`config.mk`:
```
export PLATFORM = sky130hd
export DESIGN_NAME = adcsp_serial_if
export DESIGN_NICKNAME = d
export VERILOG_FILES = /design/src/verilog/adcsp_pkg.sv /design/src/verilog/adcsp_pin_if.sv /design/src/verilog/adcsp_pin_sync.sv /design/src/verilog/adcsp_serial_if.sv
export SDC_FILE = /design/constraint.sdc
export NUM_CORES = 1
export LEC_CHECK = 0
export ABC_AREA = 0
export BUFFER_PORTS_ARGS = -buffer_cell sky130_fd_sc_hd__buf_2
export CORE_MARGIN = 8
export CORE_UTILIZATION = 45
export CTS_CLUSTER_SIZE = 16
export DETAILED_ROUTE_END_ITERATION = 10
export PLACE_DENSITY = 0.66
export SKIP_LAST_GASP = 1
export SLEW_MARGIN = 20
export SYNTH_ARGS = -nofsm -noshare
export SYNTH_HDL_FRONTEND = slang
export SYNTH_SLANG_ARGS = --single-unit
```
`constraint.sdc`:
```
create_clock -name clk_i -period 2.4 [get_ports clk_i]
set_clock_uncertainty 0.2 [all_clocks]
set_input_delay 0.48 -clock clk_i [delete_from_list [all_inputs] [get_ports clk_i]]
set_output_delay 0.48 -clock clk_i [all_outputs]
set_load 0.01 [all_outputs]
```
`src/verilog/adcsp_pkg.sv`:
```
// Package with the constants and types of the converter serial interface.
package adcsp_pkg;

    // ========================================================================
    // Frame sizes
    localparam int unsigned CMD_BITS      = 22;
    localparam int unsigned OPT_READ_BITS = 20;
    localparam logic [4:0]  CMD_MIN_CLKS  = 5'h16;
    localparam logic [4:0]  CNT_SAT       = 5'h1f;
    localparam int unsigned SYNC_STAGES   = 2;

    // ========================================================================
    // Clocking modes of write frames: bit 1 is idle level, capture edge per code
    localparam logic [1:0] WMODE_00 = 2'h0;
    localparam logic [1:0] WMODE_01 = 2'h1;
    localparam logic [1:0] WMODE_10 = 2'h2;
    localparam logic [1:0] WMODE_11 = 2'h3;

    // ========================================================================
    // Read output modes, lane widths and strobe sources
    localparam logic [1:0] RMODE_STD   = 2'h0;
    localparam logic [1:0] RMODE_EARLY = 2'h1;
    localparam logic [1:0] RMODE_SRC   = 2'h3;
    localparam logic [1:0] WIDTH_DUAL  = 2'h2;
    localparam logic [1:0] WIDTH_QUAD  = 2'h3;
    localparam logic [1:0] STRB_ECHO   = 2'h0;

    // ========================================================================
    // Values after reset
    localparam logic [1:0]  RST_WMODE = WMODE_00;
    localparam logic [1:0]  RST_RMODE = RMODE_STD;
    localparam logic [1:0]  RST_WIDTH = 2'h0;
    localparam logic [21:0] RST_WORD  = 22'h000000;

    typedef enum logic [0:0] {
        ADCSP_IDLE  = 1'h0,
        ADCSP_FRAME = 1'h1
    } adcsp_state_t;

endpackage

```
`src/verilog/adcsp_pin_if.sv`:
```
// Interface carrying synchronised pin levels and their edges.
`timescale 1ns/100ps
`default_nettype none
interface adcsp_pin_if;
    logic cs_n;
    logic sclk;
    logic sdi;
    logic cs_fall;
    logic cs_rise;
    logic sclk_rise;
    logic sclk_fall;

    modport src (output cs_n, sclk, sdi, cs_fall, cs_rise, sclk_rise, sclk_fall);
    modport dst (input  cs_n, sclk, sdi, cs_fall, cs_rise, sclk_rise, sclk_fall);
endinterface
`default_nettype wire

```
`src/verilog/adcsp_pin_sync.sv`:
```
// Two-stage synchronisers and edge finders for the host-driven pins.
`timescale 1ns/100ps
`default_nettype none
module adcsp_pin_sync (
    // Clock and reset
    input  wire logic     clk_i,
    input  wire logic     resetn_i,
    input  wire logic     clk_en_i,
    // Raw pins
    input  wire logic     cs_n_i,
    input  wire logic     sclk_i,
    input  wire logic     sdi_i,
    // Synchronised view
    adcsp_pin_if.src      pin
);

    // ========================================================================
    // Synchronisers
    // The first stage feeds only the second; edges compare stage two and three.
    logic [2:0] meta_q;
    logic [2:0] sync_q;
    logic [1:0] last_q;

    always_ff @(posedge clk_i or negedge resetn_i) begin
        if (!resetn_i) begin
            meta_q <= 3'h1;
            sync_q <= 3'h1;
            last_q <= 2'h1;
        end else if (clk_en_i) begin
            meta_q <= {sdi_i, sclk_i, cs_n_i};
            sync_q <= meta_q;
            last_q <= sync_q[1:0];
        end
    end

    assign pin.cs_n      = sync_q[0];
    assign pin.sclk      = sync_q[1];
    assign pin.sdi       = sync_q[2];
    assign pin.cs_fall   = last_q[0] & ~sync_q[0];
    assign pin.cs_rise   = ~last_q[0] & sync_q[0];
    assign pin.sclk_rise = ~last_q[1] & sync_q[1];
    assign pin.sclk_fall = last_q[1] & ~sync_q[1];

endmodule
`default_nettype wire

```
`src/verilog/adcsp_serial_if.sv`:
```
// Device-side serial frame engine of the converter host interface.
`timescale 1ns/100ps
`default_nettype none
module adcsp_serial_if (
    // Clock, reset and enable
    input  wire logic        clk_i,
    input  wire logic        resetn_i,
    input  wire logic        clk_en_i,
    // Host pins
    input  wire logic        cs_n_i,
    input  wire logic        sclk_i,
    input  wire logic        sdi_i,
    output logic [3:0]       serial_output_lanes_o,
    output logic [3:0]       serial_output_lanes_oe_o,
    output logic             ready_strobe_o,
    // Protocol settings from the configuration registers
    input  wire logic [1:0]  write_clocking_select_i,
    input  wire logic [1:0]  read_output_mode_select_i,
    input  wire logic [1:0]  output_width_select_i,
    input  wire logic        double_rate_i,
    input  wire logic [1:0]  strobe_clock_source_select_i,
    // Output data word and decoded command
    input  wire logic [21:0] out_word_i,
    output logic [21:0]      cmd_word_o,
    output logic             cmd_valid_o,
    output logic             strobe_src_unsupported_o
);

    adcsp_pin_if pin ();

    adcsp_pin_sync u_sync (
        .clk_i    (clk_i),
        .resetn_i (resetn_i),
        .clk_en_i (clk_en_i),
        .cs_n_i   (cs_n_i),
        .sclk_i   (sclk_i),
        .sdi_i    (sdi_i),
        .pin      (pin)
    );

    // ========================================================================
    // Helpers
    function automatic logic [3:0] lane_mask(input logic [1:0] width);
        case (width)
            adcsp_pkg::WIDTH_DUAL: lane_mask = 4'h3;
            adcsp_pkg::WIDTH_QUAD: lane_mask = 4'hf;
            default:               lane_mask = 4'h1;
        endcase
    endfunction

    function automatic logic [21:0] shift_out(input logic [21:0] w, input logic [1:0] width);
        case (width)
            adcsp_pkg::WIDTH_DUAL: shift_out = {w[19:0], 2'h0};
            adcsp_pkg::WIDTH_QUAD: shift_out = {w[17:0], 4'h0};
            default:               shift_out = {w[20:0], 1'h0};
        endcase
    endfunction

    // ========================================================================
    // Frame state and per-frame protocol
    adcsp_pkg::adcsp_state_t state_q;
    logic [1:0]  wmode_q;
    logic [1:0]  rmode_q;
    logic [1:0]  width_q;
    logic        ddr_q;

    always_ff @(posedge clk_i or negedge resetn_i) begin
        if (!resetn_i) begin
            state_q <= adcsp_pkg::ADCSP_IDLE;
        end else if (clk_en_i) begin
            case (state_q)
                adcsp_pkg::ADCSP_IDLE:  if (pin.cs_fall) state_q <= adcsp_pkg::ADCSP_FRAME;
                adcsp_pkg::ADCSP_FRAME: if (pin.cs_rise) state_q <= adcsp_pkg::ADCSP_IDLE;
                default:                state_q <= adcsp_pkg::ADCSP_IDLE;
            endcase
        end
    end

    // Clocking, read mode, width and rate settings are sampled only at frame start, so a mode written during a
    // frame takes effect from the next frame on.
    always_ff @(posedge clk_i or negedge resetn_i) begin
        if (!resetn_i) begin
            wmode_q <= adcsp_pkg::RST_WMODE;
            rmode_q <= adcsp_pkg::RST_RMODE;
            width_q <= adcsp_pkg::RST_WIDTH;
            ddr_q   <= 1'b0;
        end else if (clk_en_i && pin.cs_fall) begin
            wmode_q <= write_clocking_select_i;
            rmode_q <= read_output_mode_select_i;
            width_q <= output_width_select_i;
            ddr_q   <= double_rate_i;
        end
    end

    logic in_frame;
    logic cap_rise;
    logic cap_ev;
    logic launch_ev;
    logic early;
    logic src_mode;
    logic shift_ev;

    assign in_frame  = (state_q == adcsp_pkg::ADCSP_FRAME) && !pin.cs_rise;
    // Modes 00 and 11 capture on rising edges, 01 and 10 on falling ones.
    assign cap_rise  = (wmode_q == adcsp_pkg::WMODE_00) || (wmode_q == adcsp_pkg::WMODE_11);
    assign cap_ev    = in_frame && (cap_rise ? pin.sclk_rise : pin.sclk_fall);
    assign launch_ev = in_frame && (cap_rise ? pin.sclk_fall : pin.sclk_rise);
    // Early launch only exists for the modes that launch their MSB at frame start.
    assign early     = (rmode_q == adcsp_pkg::RMODE_EARLY) && !wmode_q[0];
    assign src_mode  = (rmode_q == adcsp_pkg::RMODE_SRC);
    always_comb begin
        if (src_mode && ddr_q) begin
            shift_ev = in_frame && (pin.sclk_rise || pin.sclk_fall);
        end else if (early) begin
            shift_ev = cap_ev;
        end else begin
            shift_ev = launch_ev;
        end
    end

    // ========================================================================
    // Output shift register
    logic [21:0] odr_q;
    logic        primed_q;

    always_ff @(posedge clk_i or negedge resetn_i) begin
        if (!resetn_i) begin
            odr_q    <= adcsp_pkg::RST_WORD;
            primed_q <= 1'b0;
        end else if (clk_en_i) begin
            if (pin.cs_fall) begin
                odr_q    <= out_word_i;
                primed_q <= ~write_clocking_select_i[0];
            end else if (shift_ev) begin
                // Modes 01 and 11 present the MSB on the first launch edge.
                if (primed_q) begin
                    odr_q <= shift_out(odr_q, width_q);
                end
                primed_q <= 1'b1;
            end
        end
    end

    always_ff @(posedge clk_i or negedge resetn_i) begin
        if (!resetn_i) begin
            serial_output_lanes_o    <= 4'h0;
            serial_output_lanes_oe_o <= 4'h0;
        end else if (clk_en_i) begin
            serial_output_lanes_o    <= {odr_q[18], odr_q[19], odr_q[20], odr_q[21]}
                                        & lane_mask(width_q);
            serial_output_lanes_oe_o <= in_frame ? lane_mask(width_q) : 4'h0;
        end
    end

    // ========================================================================
    // Ready and strobe pin
    // The clock copy takes one stage so that the strobe edge lines up with
    // the lane register, which also lags the shift by one cycle.
    logic sclk_dly_q;

    always_ff @(posedge clk_i or negedge resetn_i) begin
        if (!resetn_i) begin
            sclk_dly_q               <= 1'b0;
            ready_strobe_o           <= 1'b1;
            strobe_src_unsupported_o <= 1'b0;
        end else if (clk_en_i) begin
            sclk_dly_q <= pin.sclk;
            if (!in_frame) begin
                ready_strobe_o <= 1'b1;
            end else if (src_mode) begin
                // Only the echoed host clock is offered as strobe source.
                ready_strobe_o <= sclk_dly_q;
            end else begin
                ready_strobe_o <= 1'b0;
            end
            strobe_src_unsupported_o <= src_mode &&
                                        (strobe_clock_source_select_i != adcsp_pkg::STRB_ECHO);
        end
    end

    // ========================================================================
    // Input shift register and command hand-off
    logic [21:0] idr_q;
    logic [4:0]  cnt_q;

    always_ff @(posedge clk_i or negedge resetn_i) begin
        if (!resetn_i) begin
            idr_q <= adcsp_pkg::RST_WORD;
            cnt_q <= 5'h0;
        end else if (clk_en_i) begin
            if (pin.cs_fall) begin
                idr_q <= adcsp_pkg::RST_WORD;
                cnt_q <= 5'h0;
            end else if (cap_ev) begin
                idr_q <= {idr_q[20:0], pin.sdi};
                if (cnt_q != adcsp_pkg::CNT_SAT) begin
                    cnt_q <= cnt_q + 5'h1;
                end
            end
        end
    end

    always_ff @(posedge clk_i or negedge resetn_i) begin
        if (!resetn_i) begin
            cmd_word_o  <= adcsp_pkg::RST_WORD;
            cmd_valid_o <= 1'b0;
        end else if (clk_en_i) begin
            cmd_valid_o <= 1'b0;
            if ((state_q == adcsp_pkg::ADCSP_FRAME) && pin.cs_rise &&
                (cnt_q >= adcsp_pkg::CMD_MIN_CLKS)) begin
                cmd_word_o  <= idr_q;
                cmd_valid_o <= 1'b1;
            end
        end
    end

endmodule
`default_nettype wire

```
Yosys cells after proc, flatten, opt, wreduce, memory -nomap -nowiden

Index checks and enable logic that the tools add are counted.

RAM bits: 0
Bits of input ports: 37
Register bits after elaboration: 100
Bits in latches: 0
Memory bits (read-only): 0
Output and inout bits: 33
Memories: 0

Reduce and logical (&&, ||, !) cells: 25
Order comparisons: 1
Shift operators: 0
Equal/unequal tests: 6
$add $sub $neg: 1
$mul: 0
Divide/modulo/power cells: 0
Bitwise logic cells: 11
Multiplexer cells: 24

Operator list:

| operator                                            | number |
|---|---|
| two-way mux 22 bit                                  | 5 |
| one-hot mux 22 bit (2 select lines)                 | 1 |
| two-way mux 5 bit                                   | 3 |
| two-way mux 1 bit                                   | 11 |
| logical AND 1 bit                                   | 10 |
| nonzero test 2 bit                                  | 5 |
| equality test 2 bit, second input constant          | 4 |
| two-way mux 4 bit                                   | 2 |
| one-hot mux 4 bit (2 select lines)                  | 1 |
| NOT 1 bit                                           | 6 |
| AND reduction 2 bit                                 | 3 |
| AND reduction 3 bit                                 | 2 |
| adder 5 x 1 -> 5 bit, second input constant         | 1 |
| >= comparator 5 bit, second input constant          | 1 |
| != test 5 bit, second input constant                | 1 |
| AND 1 bit                                           | 4 |
| AND 4 bit                                           | 1 |
| equality test 2 x 1 -> 1 bit, second input constant | 1 |
| logical NOT 1 bit                                   | 2 |
| logical NOT 2 bit                                   | 1 |
| logical OR 1 bit                                    | 2 |
| one-hot mux 1 bit (2 select lines)                  | 1 |

Longest topological paths before layout

Gate-level depths: netlist (run 1).

Depth in word-level cells: 9
Depth in mapped cells: 8
Gate-level depth less buffers: 8

By module

Synthesis (run 1) repeated with hierarchy kept, for this count alone.

Cells, all modules: 456
Area total of the unflattened synthesis: 5,074.9 sq um

Modules (own cells, without submodules):

| module          | cells an instance | seq. area each (sq um) | times used | area each (sq um) |
|---|---|---|---|---|
| adcsp_serial_if | 435               | 2,278.4                | 1          | 4,714.5 |
| adcsp_pin_sync  | 21                | 203.9                  | 1          | 360.3 |

Worst setup path after synthesis (run 1)

OpenSTA, ideal clock, no wires.

Path kind: reg2reg
From: reg cnt_q[0]
To: reg cnt_q[0]
Data arrival time: 1,868 ps
Library setup time: 125 ps
Cell stages (with the launch flop): 9
Slack: 207 ps
Data required time: 2,075 ps
Path through: dfrtp_1 ha_1 and3_1 ha_1 nand3b_1 mux2_2 nor2_1 o211ai_1 mux2_2

Cells in the longest elaborated chain, start to end: 4
Elaborated cells between the ends (all ways): 7
Classes of those cells: 1 x add/sub; 1 x eq/ne; 3 x mux; 2 x reduce/logical

RTL lines:

| item                   | RTL line               | RTL |
|---|---|---|
| from (decl)            | adcsp_serial_if.sv:184 | `logic [4:0] cnt_q;` |
| from (signal assigned) | adcsp_serial_if.sv:197 | `cnt_q <= cnt_q + 5'h1;` |
| adder 5 x 1 -> 5 bit   | adcsp_serial_if.sv:197 |  |
| two-way mux 5 bit      | adcsp_serial_if.sv:196 | `if (cnt_q != adcsp_pkg::CNT_SAT) begin` |
| two-way mux 5 bit      | adcsp_serial_if.sv:194 | `end else if (cap_ev) begin` |
| two-way mux 5 bit      | adcsp_serial_if.sv:191 | `if (pin.cs_fall) begin` |

Parallel ways exist; a longest one is shown, timed or not. The select of a mux whose other input is x is not followed.
A chain may end at the register's enable or synchronous reset.

Worst setup path in the final report (run 1)

From: reg cnt_q[1]
To: reg cnt_q[0]

Cells in the longest elaborated chain, start to end: 3

RTL lines:

| item                                 | RTL line |
|---|---|
| != test 5 bit                        | adcsp_serial_if.sv:196 |
| nonzero test 2 bit (no source line)  | n/a |
| AND reduction 3 bit (no source line) | n/a |

Every way passes these cells.

==> results.md, run 1 <==
- Outcome: finished clean
- Cell taking the most area after synthesis: dfrtp_1
- Synth top cells by count: 94 x dfrtp_1, 36 x mux2_2, 29 x nor2_1, 25 x a22o_1, 24 x a21oi_1
- Leak Pwr: 2.593 nW
- Clock share of power: 22.4%
- DR pass1 iterations: 4
- Ratio of cells with drive above 1 in the final layout: 32.28%
- Crit. End Element: register
- Sw Share: 35.07%
- Dpl cells: 589
- CP Launch Type: register
- DIE HEIGHT: 116.4 um
- Clock transition at path regs: 100 ps
- Top sig layer: met4
- Nets: 511
- Floorplan row count: 36
- Number of synthesized flops with an enable pin: 0
- Max-cap violations: 0
- CTS HTree Levels: 3
- Largest net degree at the start of global routing: 99
- Pins Over Slew Limit: 0
- Power Total: 4.600 mW
- Tightest Pin Transition: 693.3 ps
- Initial core utilization: 46.42%
- Synth top area cells: dfrtp_1 52%, mux2_2 8.9%, a22o_1 4.8%, mux2i_1 4.2%, o2bb2ai_1 3.9%
- N_diodes: 0
- Xor/xnor cell area share of the yosys netlist: 0.1931%
- Post-Syn Area: 4537 um^2
- Setup WS pre-CTS: 21.20 ps
- Initial antenna violation count: 0
- Vias in the first global route: 3409
- Sequential Power Share: 47.7%
- Routed len/inst: 15.98 um
- First-pass GRT wire length: 16220 um
- Yosys top cell area share: 51.85%
- Final hold vios: 0
- Met1 WL: 4411 um
- Final Wtd Congestion: 0.8475
- #FFs+latches synth: 98
- Class of the most critical setup path: reg -> reg
- Clock Latency Late Sink: 360 ps
- Final WL: 9702 um
- CTS root buf: clkbuf_8
- Synth Area in Compound Gates: 18.97%
- Post-Synth Simple-Gate Area: 7.363%
- CTS tree: yes
- Int Power: 2.987 mW
- Final worst-path setup slack: 75.48 ps
- Sw power: 1.613 mW
- Power Dens Cells: 861.0 nW/um^2
- Ys async rst share: 100.0%
- Number of CTS-inserted buffers: 9
- WP data required: 2450 ps
- Crit path max fanout: 5
- Max incr delay on CP: 410 ps
- Mux contribution to synthesized area: 13.13%
- Count of different cell masters after synthesis: 40
- Die W: 116.4 um
- GRT Total Usage: 14.85%
- Layout area overhead: 17.76%
- Syn Inst Count: 397
- Vias post-DR: 3307
- Fin cells: 607
- Prevailing post-synth register cell: dfrtp_1
- Worst hold slack: 119.1 ps
- Post-route ant nets: 0
- Post-DP HPWL: 6647 um
- Maximum vdd ir drop: 0.6427 mV
- Setup violators final: 0
- Design Area, Final: 5343 um^2
- # DRC: 0
- Cell Chain, Critical Path: ha_2 > and3_1 > ha_1 > nand3b_1 > mux2_4 > nor2_1 > o211ai_1 > mux2_2
- Top-count cell post-synth: dfrtp_1
- Minimum clock period: 2325 ps
- Mapped Avg Cell Area: 11.43 um^2
- Sequential-to-total area share from yosys stat: 54.16%
- WL met3: 614 um
- CTS max path bufs: 2
- Core area: 9774 um^2
- Worst slew margin: 53.61%
- Post-Synth Adder-Cell Area: 1.600%
- Net Count, Synth: 439
- Worst R2R Setup Slack: 80 ps
- Syn. warnings: 0
- Hold/Removal Path Class: in -> reg
- Total I/O pin count: 70
- Fin crit share: 96.86%
- DR vias/cell: 5.448
- Slowest cell on the critical path: dfrtp_1
- Port Buffers: 69
- CTS sink count: 98
- Area after DPL: 5110 um^2
- Met2 Wirelength: 4544 um
- Drt first-iter violations: 189
- Combinational Power Share: 29.9%
- Die ar.: 13550 um^2
- Remaining global-route overflow: 0
- Worst path arrival time: 2380 ps
- Largest family of logic cells by synthesized area: compound AO/OA/AOI/OAI gates
- Maximum clock frequency: 0.4302 GHz
==> metal layers <==
| layer | vias up | track usage, % |
|---|---|---|
| met5 | - | 0 |
| met4 | 0 | 5.359 |
| met3 | 13 | 3.568 |
| met2 | 91 | 23.38 |
| met1 | 1604 | 19.49 |
| li1 | 1599 | - |
==> power groups by stage <==
stage                     clock (mW)  sequential, mW  combinational, mW
after CTS                       1.07            2.19               1.37
final                           1.03            2.19               1.37
after floorplan                    0            2.15               1.04
after global routing            1.14            2.24               1.54
after global placement             0            2.22               1.33
after detailed placement           0            2.22               1.35
==> kinds of logic (layout without fill, tap and decap cells) <==
family / count (synthesis) / in the layout
compound gates: 118 / 118
buf+inv: 49 / 126
flops: 98 / 98
fa+ha+maj: 6 / 6
xor+xnor: 1 / 1
simple gates: 70 / 70
mux: 55 / 55
==> final timing paths <==
check	from	endpoint	cells after the start
worst max-delay path	cnt_q[1]$_DFFE_PN0P_	cnt_q[0]$_DFFE_PN0P_	8
worst min-delay path	write_clocking_select_i[0]	primed_q$_DFFE_PN0P_	2
worst max register to register	cnt_q[1]$_DFFE_PN0P_	cnt_q[0]$_DFFE_PN0P_	8
worst min register to register	odr_q[21]$_DFFE_PN0P_	odr_q[21]$_DFFE_PN0P_	1
max in group asynchronous	resetn_i	u_sync.meta_q[0]$_DFFE_PN1P_	3
min in group asynchronous	resetn_i	cmd_word_o[18]$_DFFE_PN0P_	3
==> sequential cells by signal, summed over array words and instances (netlist names), 2 cells and up <==
signal	flops
odr_q	22
u_sync.sync_q	3
idr_q	22
serial_output_lanes_oe_o	3
width_q	2
cnt_q	5
cmd_word_o	22
wmode_q	2
rmode_q	2
serial_output_lanes_o	4
u_sync.meta_q	3
==> timing repair <==
action / in CTS / in global routing
setup endpoints to repair: 1 / 6
pin swaps: 0 / 1
hold buffers: 1 / 0
setup buffers: 1 / 0
hold endpoints to repair: 94 / 0
gates resized for setup: 0 / 3
==> area by class of cell <==
cell class / count / area, um^2
inverters: 18 / 67.56
flip-flops and latches: 98 / 2457
repair buffers: 92 / 560.5
well taps: 133 / 166.4
fillers: 893 / 4432
clock buffers: 9 / 123.9
clock inverters: 7 / 72.57
multi-input cells: 250 / 1894
==> critical path, delay by kind of cell (launching register included) <==
kind	cells	cell delay (ps)
and+or+nand+nor	3	460
AOI/OAI and AO/OA	1	150
adders and majority gates	2	430
muxes	2	590
DFF	1	410
==> per-stage QoR <==
| stage | utilization [%] | TNS (ps) |
|---|---|---|
| finish | 54.66 | 0 |
| global route | 54.66 | -44.00 |
| CTS | 54.47 | 0 |
| detailed placement | 52.28 | 0 |
| global placement | 52.28 | 0 |
| floorplan | - | 0 |
==> layout by cell type, fill, tap and decap left out, types with 3 or more instances in the layout <==
cell and instances:
a22oi_1 21, nor2_1 29, buf_2 68, clkbuf_8 9, o2bb2ai_1 20, dfstp_2 4, o22ai_1 5, o21ai_0 10
nand3_1 9, mux2i_1 19, nand2_1 12, a22o_1 25, a31oi_1 3, mux2_2 35, dfrtp_1 94, buf_12 3
ha_1 4, inv_1 18, buf_4 20, nor2b_1 3, a21oi_1 24, nand2b_1 3
No activity file was read; power rests on OpenSTA's default activity.
==> inputs of run 2 (changes only) <==
CELL_PAD_IN_SITES_DETAIL_PLACEMENT = 1   (was default)
CELL_PAD_IN_SITES_GLOBAL_PLACEMENT = 1   (was default)
PLACE_DENSITY = 0.8   (was 0.66)
SLEW_MARGIN = default   (was 20)
clock period = 2.25 ns   (was 2.4 ns; I/O delays follow)
==> run 2 against run 1 <==
Against the previous run:
- the run now ends with setup timing left
- combinational power rose by 26%
- hold slack got worse by 22 ps
- non-clock buffer count up 12
- total power increased by 16%
- clock-buffer cell count stayed put
- sequential power is 9% higher
- final cell count grew 2.1%
- critical path type unchanged
- largest cell class unchanged
==> results.md, run 2 (synthesis results as in run 1) <==
- Power Dens Cells: 946.2 nW/um^2
- Routed len/inst: 21.29 um
- Worst hold slack: 96.75 ps
- Number of CTS-inserted buffers: 9
- Hold/Removal Path Class: in -> reg
- Max-cap violations: 0
- Fin crit share: 100.3%
- CTS tree: yes
- Violated checks: setup timing
- Maximum vdd ir drop: 0.4216 mV
- Dpl cells: 594
- Outcome: finished with violations
- DR vias/cell: 5.802
- Leak Pwr: 2.698 nW
- Drt first-iter violations: 142
- DR pass1 iterations: 4
- CTS max path bufs: 2
- Pins Over Slew Limit: 0
- Port Buffers: 69
- Layout area overhead: 24.57%
- Worst R2R Setup Slack: -7 ps
- Biggest regs: cmd_word_o (22), idr_q (22), odr_q (22)
- Final Wtd Congestion: 0.7972
- Fin cells: 620
- Total I/O pin count: 70
- CTS sink count: 98
- CP Launch Type: register
- WP data required: 2320 ps
- Largest net degree at the start of global routing: 36
- R2r worst-path depth: 8
- Vias post-DR: 3597
- Commonest cells after routing, fill and taps aside: 94 x dfrtp_1, 68 x buf_2, 34 x mux2_2, 26 x nor2_1
- Maximum clock frequency: 0.4430 GHz
- Commonest non-fill, non-tap cell in the layout: dfrtp_1
- Unrepaired setup endpoints after global routing: true
- First-pass GRT wire length: 20420 um
- Final hold vios: 0
- Die W: 116.4 um
- Critical hold path startpoint: output_width_select_i[1]
- R2R Path End: cnt_q[0]$_DFFE_PN0P_
- Floorplan row count: 36
- Setup WS pre-CTS: -210.7 ps
- Post-route ant nets: 0
- Core area: 9774 um^2
- Remaining global-route overflow: 0
- N_diodes: 0
- Die ar.: 13550 um^2
- Final WL: 13200 um
- Tightest Pin Transition: 539.8 ps
- Minimum clock period: 2257 ps
- Hold Crit Depth: 2
- Vias in the first global route: 3847
- TNS Setup: -7.364 ps
- Setup violators final: 1
- Design Area, Final: 5652 um^2
- Initial core utilization: 46.42%
- Sequential cell area: 2457 um^2
- Nets: 524
- CTS HTree Levels: 3
- Final worst-path setup slack: -7.364 ps
- Ratio of cells with drive above 1 in the final layout: 38.19%
- DIE HEIGHT: 116.4 um
- # DRC: 0
- CTS root buf: clkbuf_8
- Worst flop-to-flop path startpoint: cnt_q[0]$_DFFE_PN0P_
- Worst slew margin: 63.68%
- Clock transition at path regs: 100 ps
- Area after DPL: 5160 um^2
- GRT Total Usage: 19.44%
- Crit. End Element: register
- Post-DP HPWL: 8206 um
- Worst path arrival time: 2330 ps
- Hold path endpoint: width_q[1]$_DFFE_PN0P_
- Crit path max fanout: 4
- Initial antenna violation count: 0
- # fillers: 1055
- Clock Latency Late Sink: 380 ps
- Multi-input logic area: 2057 um^2
- Class of the most critical setup path: reg -> reg
==> run 2: changes by cell type in the layout (fill, tap and decap cells not counted), sizes merged <==
cell / delta
clkinvlp: -1
clkinv: -2
clkbuf: +2
inv: +2
o21ai: +1
buf: +10
bufinv: +1
==> run 2: layer usage <==
| layer | routed length [um] | up-vias | track usage [%] | share of wire, % |
|---|---|---|---|---|
| met3 | 620 | 13 | 5.326 | 4.7 |
| li1 | - | 1631 | - | - |
| met5 | 0 | - | 0 | 0 |
| met2 | 6794 | 87 | 32.20 | 51 |
| met1 | 5615 | 1866 | 23.94 | 43 |
| met4 | 169 | 0 | 6.655 | 1.3 |
==> run 2: layout make-up <==
cell class,count,area share [%]
Clock buffer,9,2.192
Clock inverter,7,1.483
Inverter,18,1.195
Multi-Input combinational cell,251,36.40
Sequential cell,98,43.48
Tap cell,133,2.944
Timing Repair Buffer,104,12.31
==> run 2: critical path, cell delays in order, from the launching register on <==
cell and delay [ps]:
dfrtp_1 410, ha_2 190, and3_4 200, ha_4 160, nand3b_1 150, mux2_4 330
nor2_2 80, o211ai_1 140, mux2_4 290
==> run 2: worst max-delay path by stage <==
stage | start | endpoint | slack (ps)
6_report | cnt_q[0]$_DFFE_PN0P_ | cnt_q[0]$_DFFE_PN0P_ | -7
5_1_grt | cnt_q[0]$_DFFE_PN0P_ | cnt_q[0]$_DFFE_PN0P_ | -80
4_1_cts | cnt_q[0]$_DFFE_PN0P_ | cmd_word_o[16]$_DFFE_PN0P_ | -20
3_5_place_dp | cnt_q[0]$_DFFE_PN0P_ | cmd_word_o[16]$_DFFE_PN0P_ | -210
3_3_place_gp | cnt_q[0]$_DFFE_PN0P_ | cmd_word_o[6]$_DFFE_PN0P_ | -130
2_1_floorplan | cnt_q[0]$_DFFE_PN0P_ | cnt_q[0]$_DFFE_PN0P_ | 60
==> run 2: repair_timing <==
action / CTS / global route
buffers inserted: 2 / 4
endpoints found under the setup margin: 49 / 48
hold buffers: 1 / 0
pin swaps: 2 / 9
gates resized for setup: 10 / 28
endpoints found under the hold margin: 28 / 0
gates cloned: 0 / 4
==> run 2: report_power, final <==
group          internal [mW]  switching (mW)  leakage (nW)
Clock                  0.540           0.698         0.108
Combinational          0.806           0.924          1.29
Sequential              2.05           0.326          1.30
Total                   3.40            1.95          2.70
==> run 2: through the flow <==
stage               util, %  power (mW)
floorplan                 -       3.402
global placement      52.79       3.827
detailed placement    52.79       3.922
CTS                   55.57       5.202
global route          57.82       5.683
finish                57.82       5.348
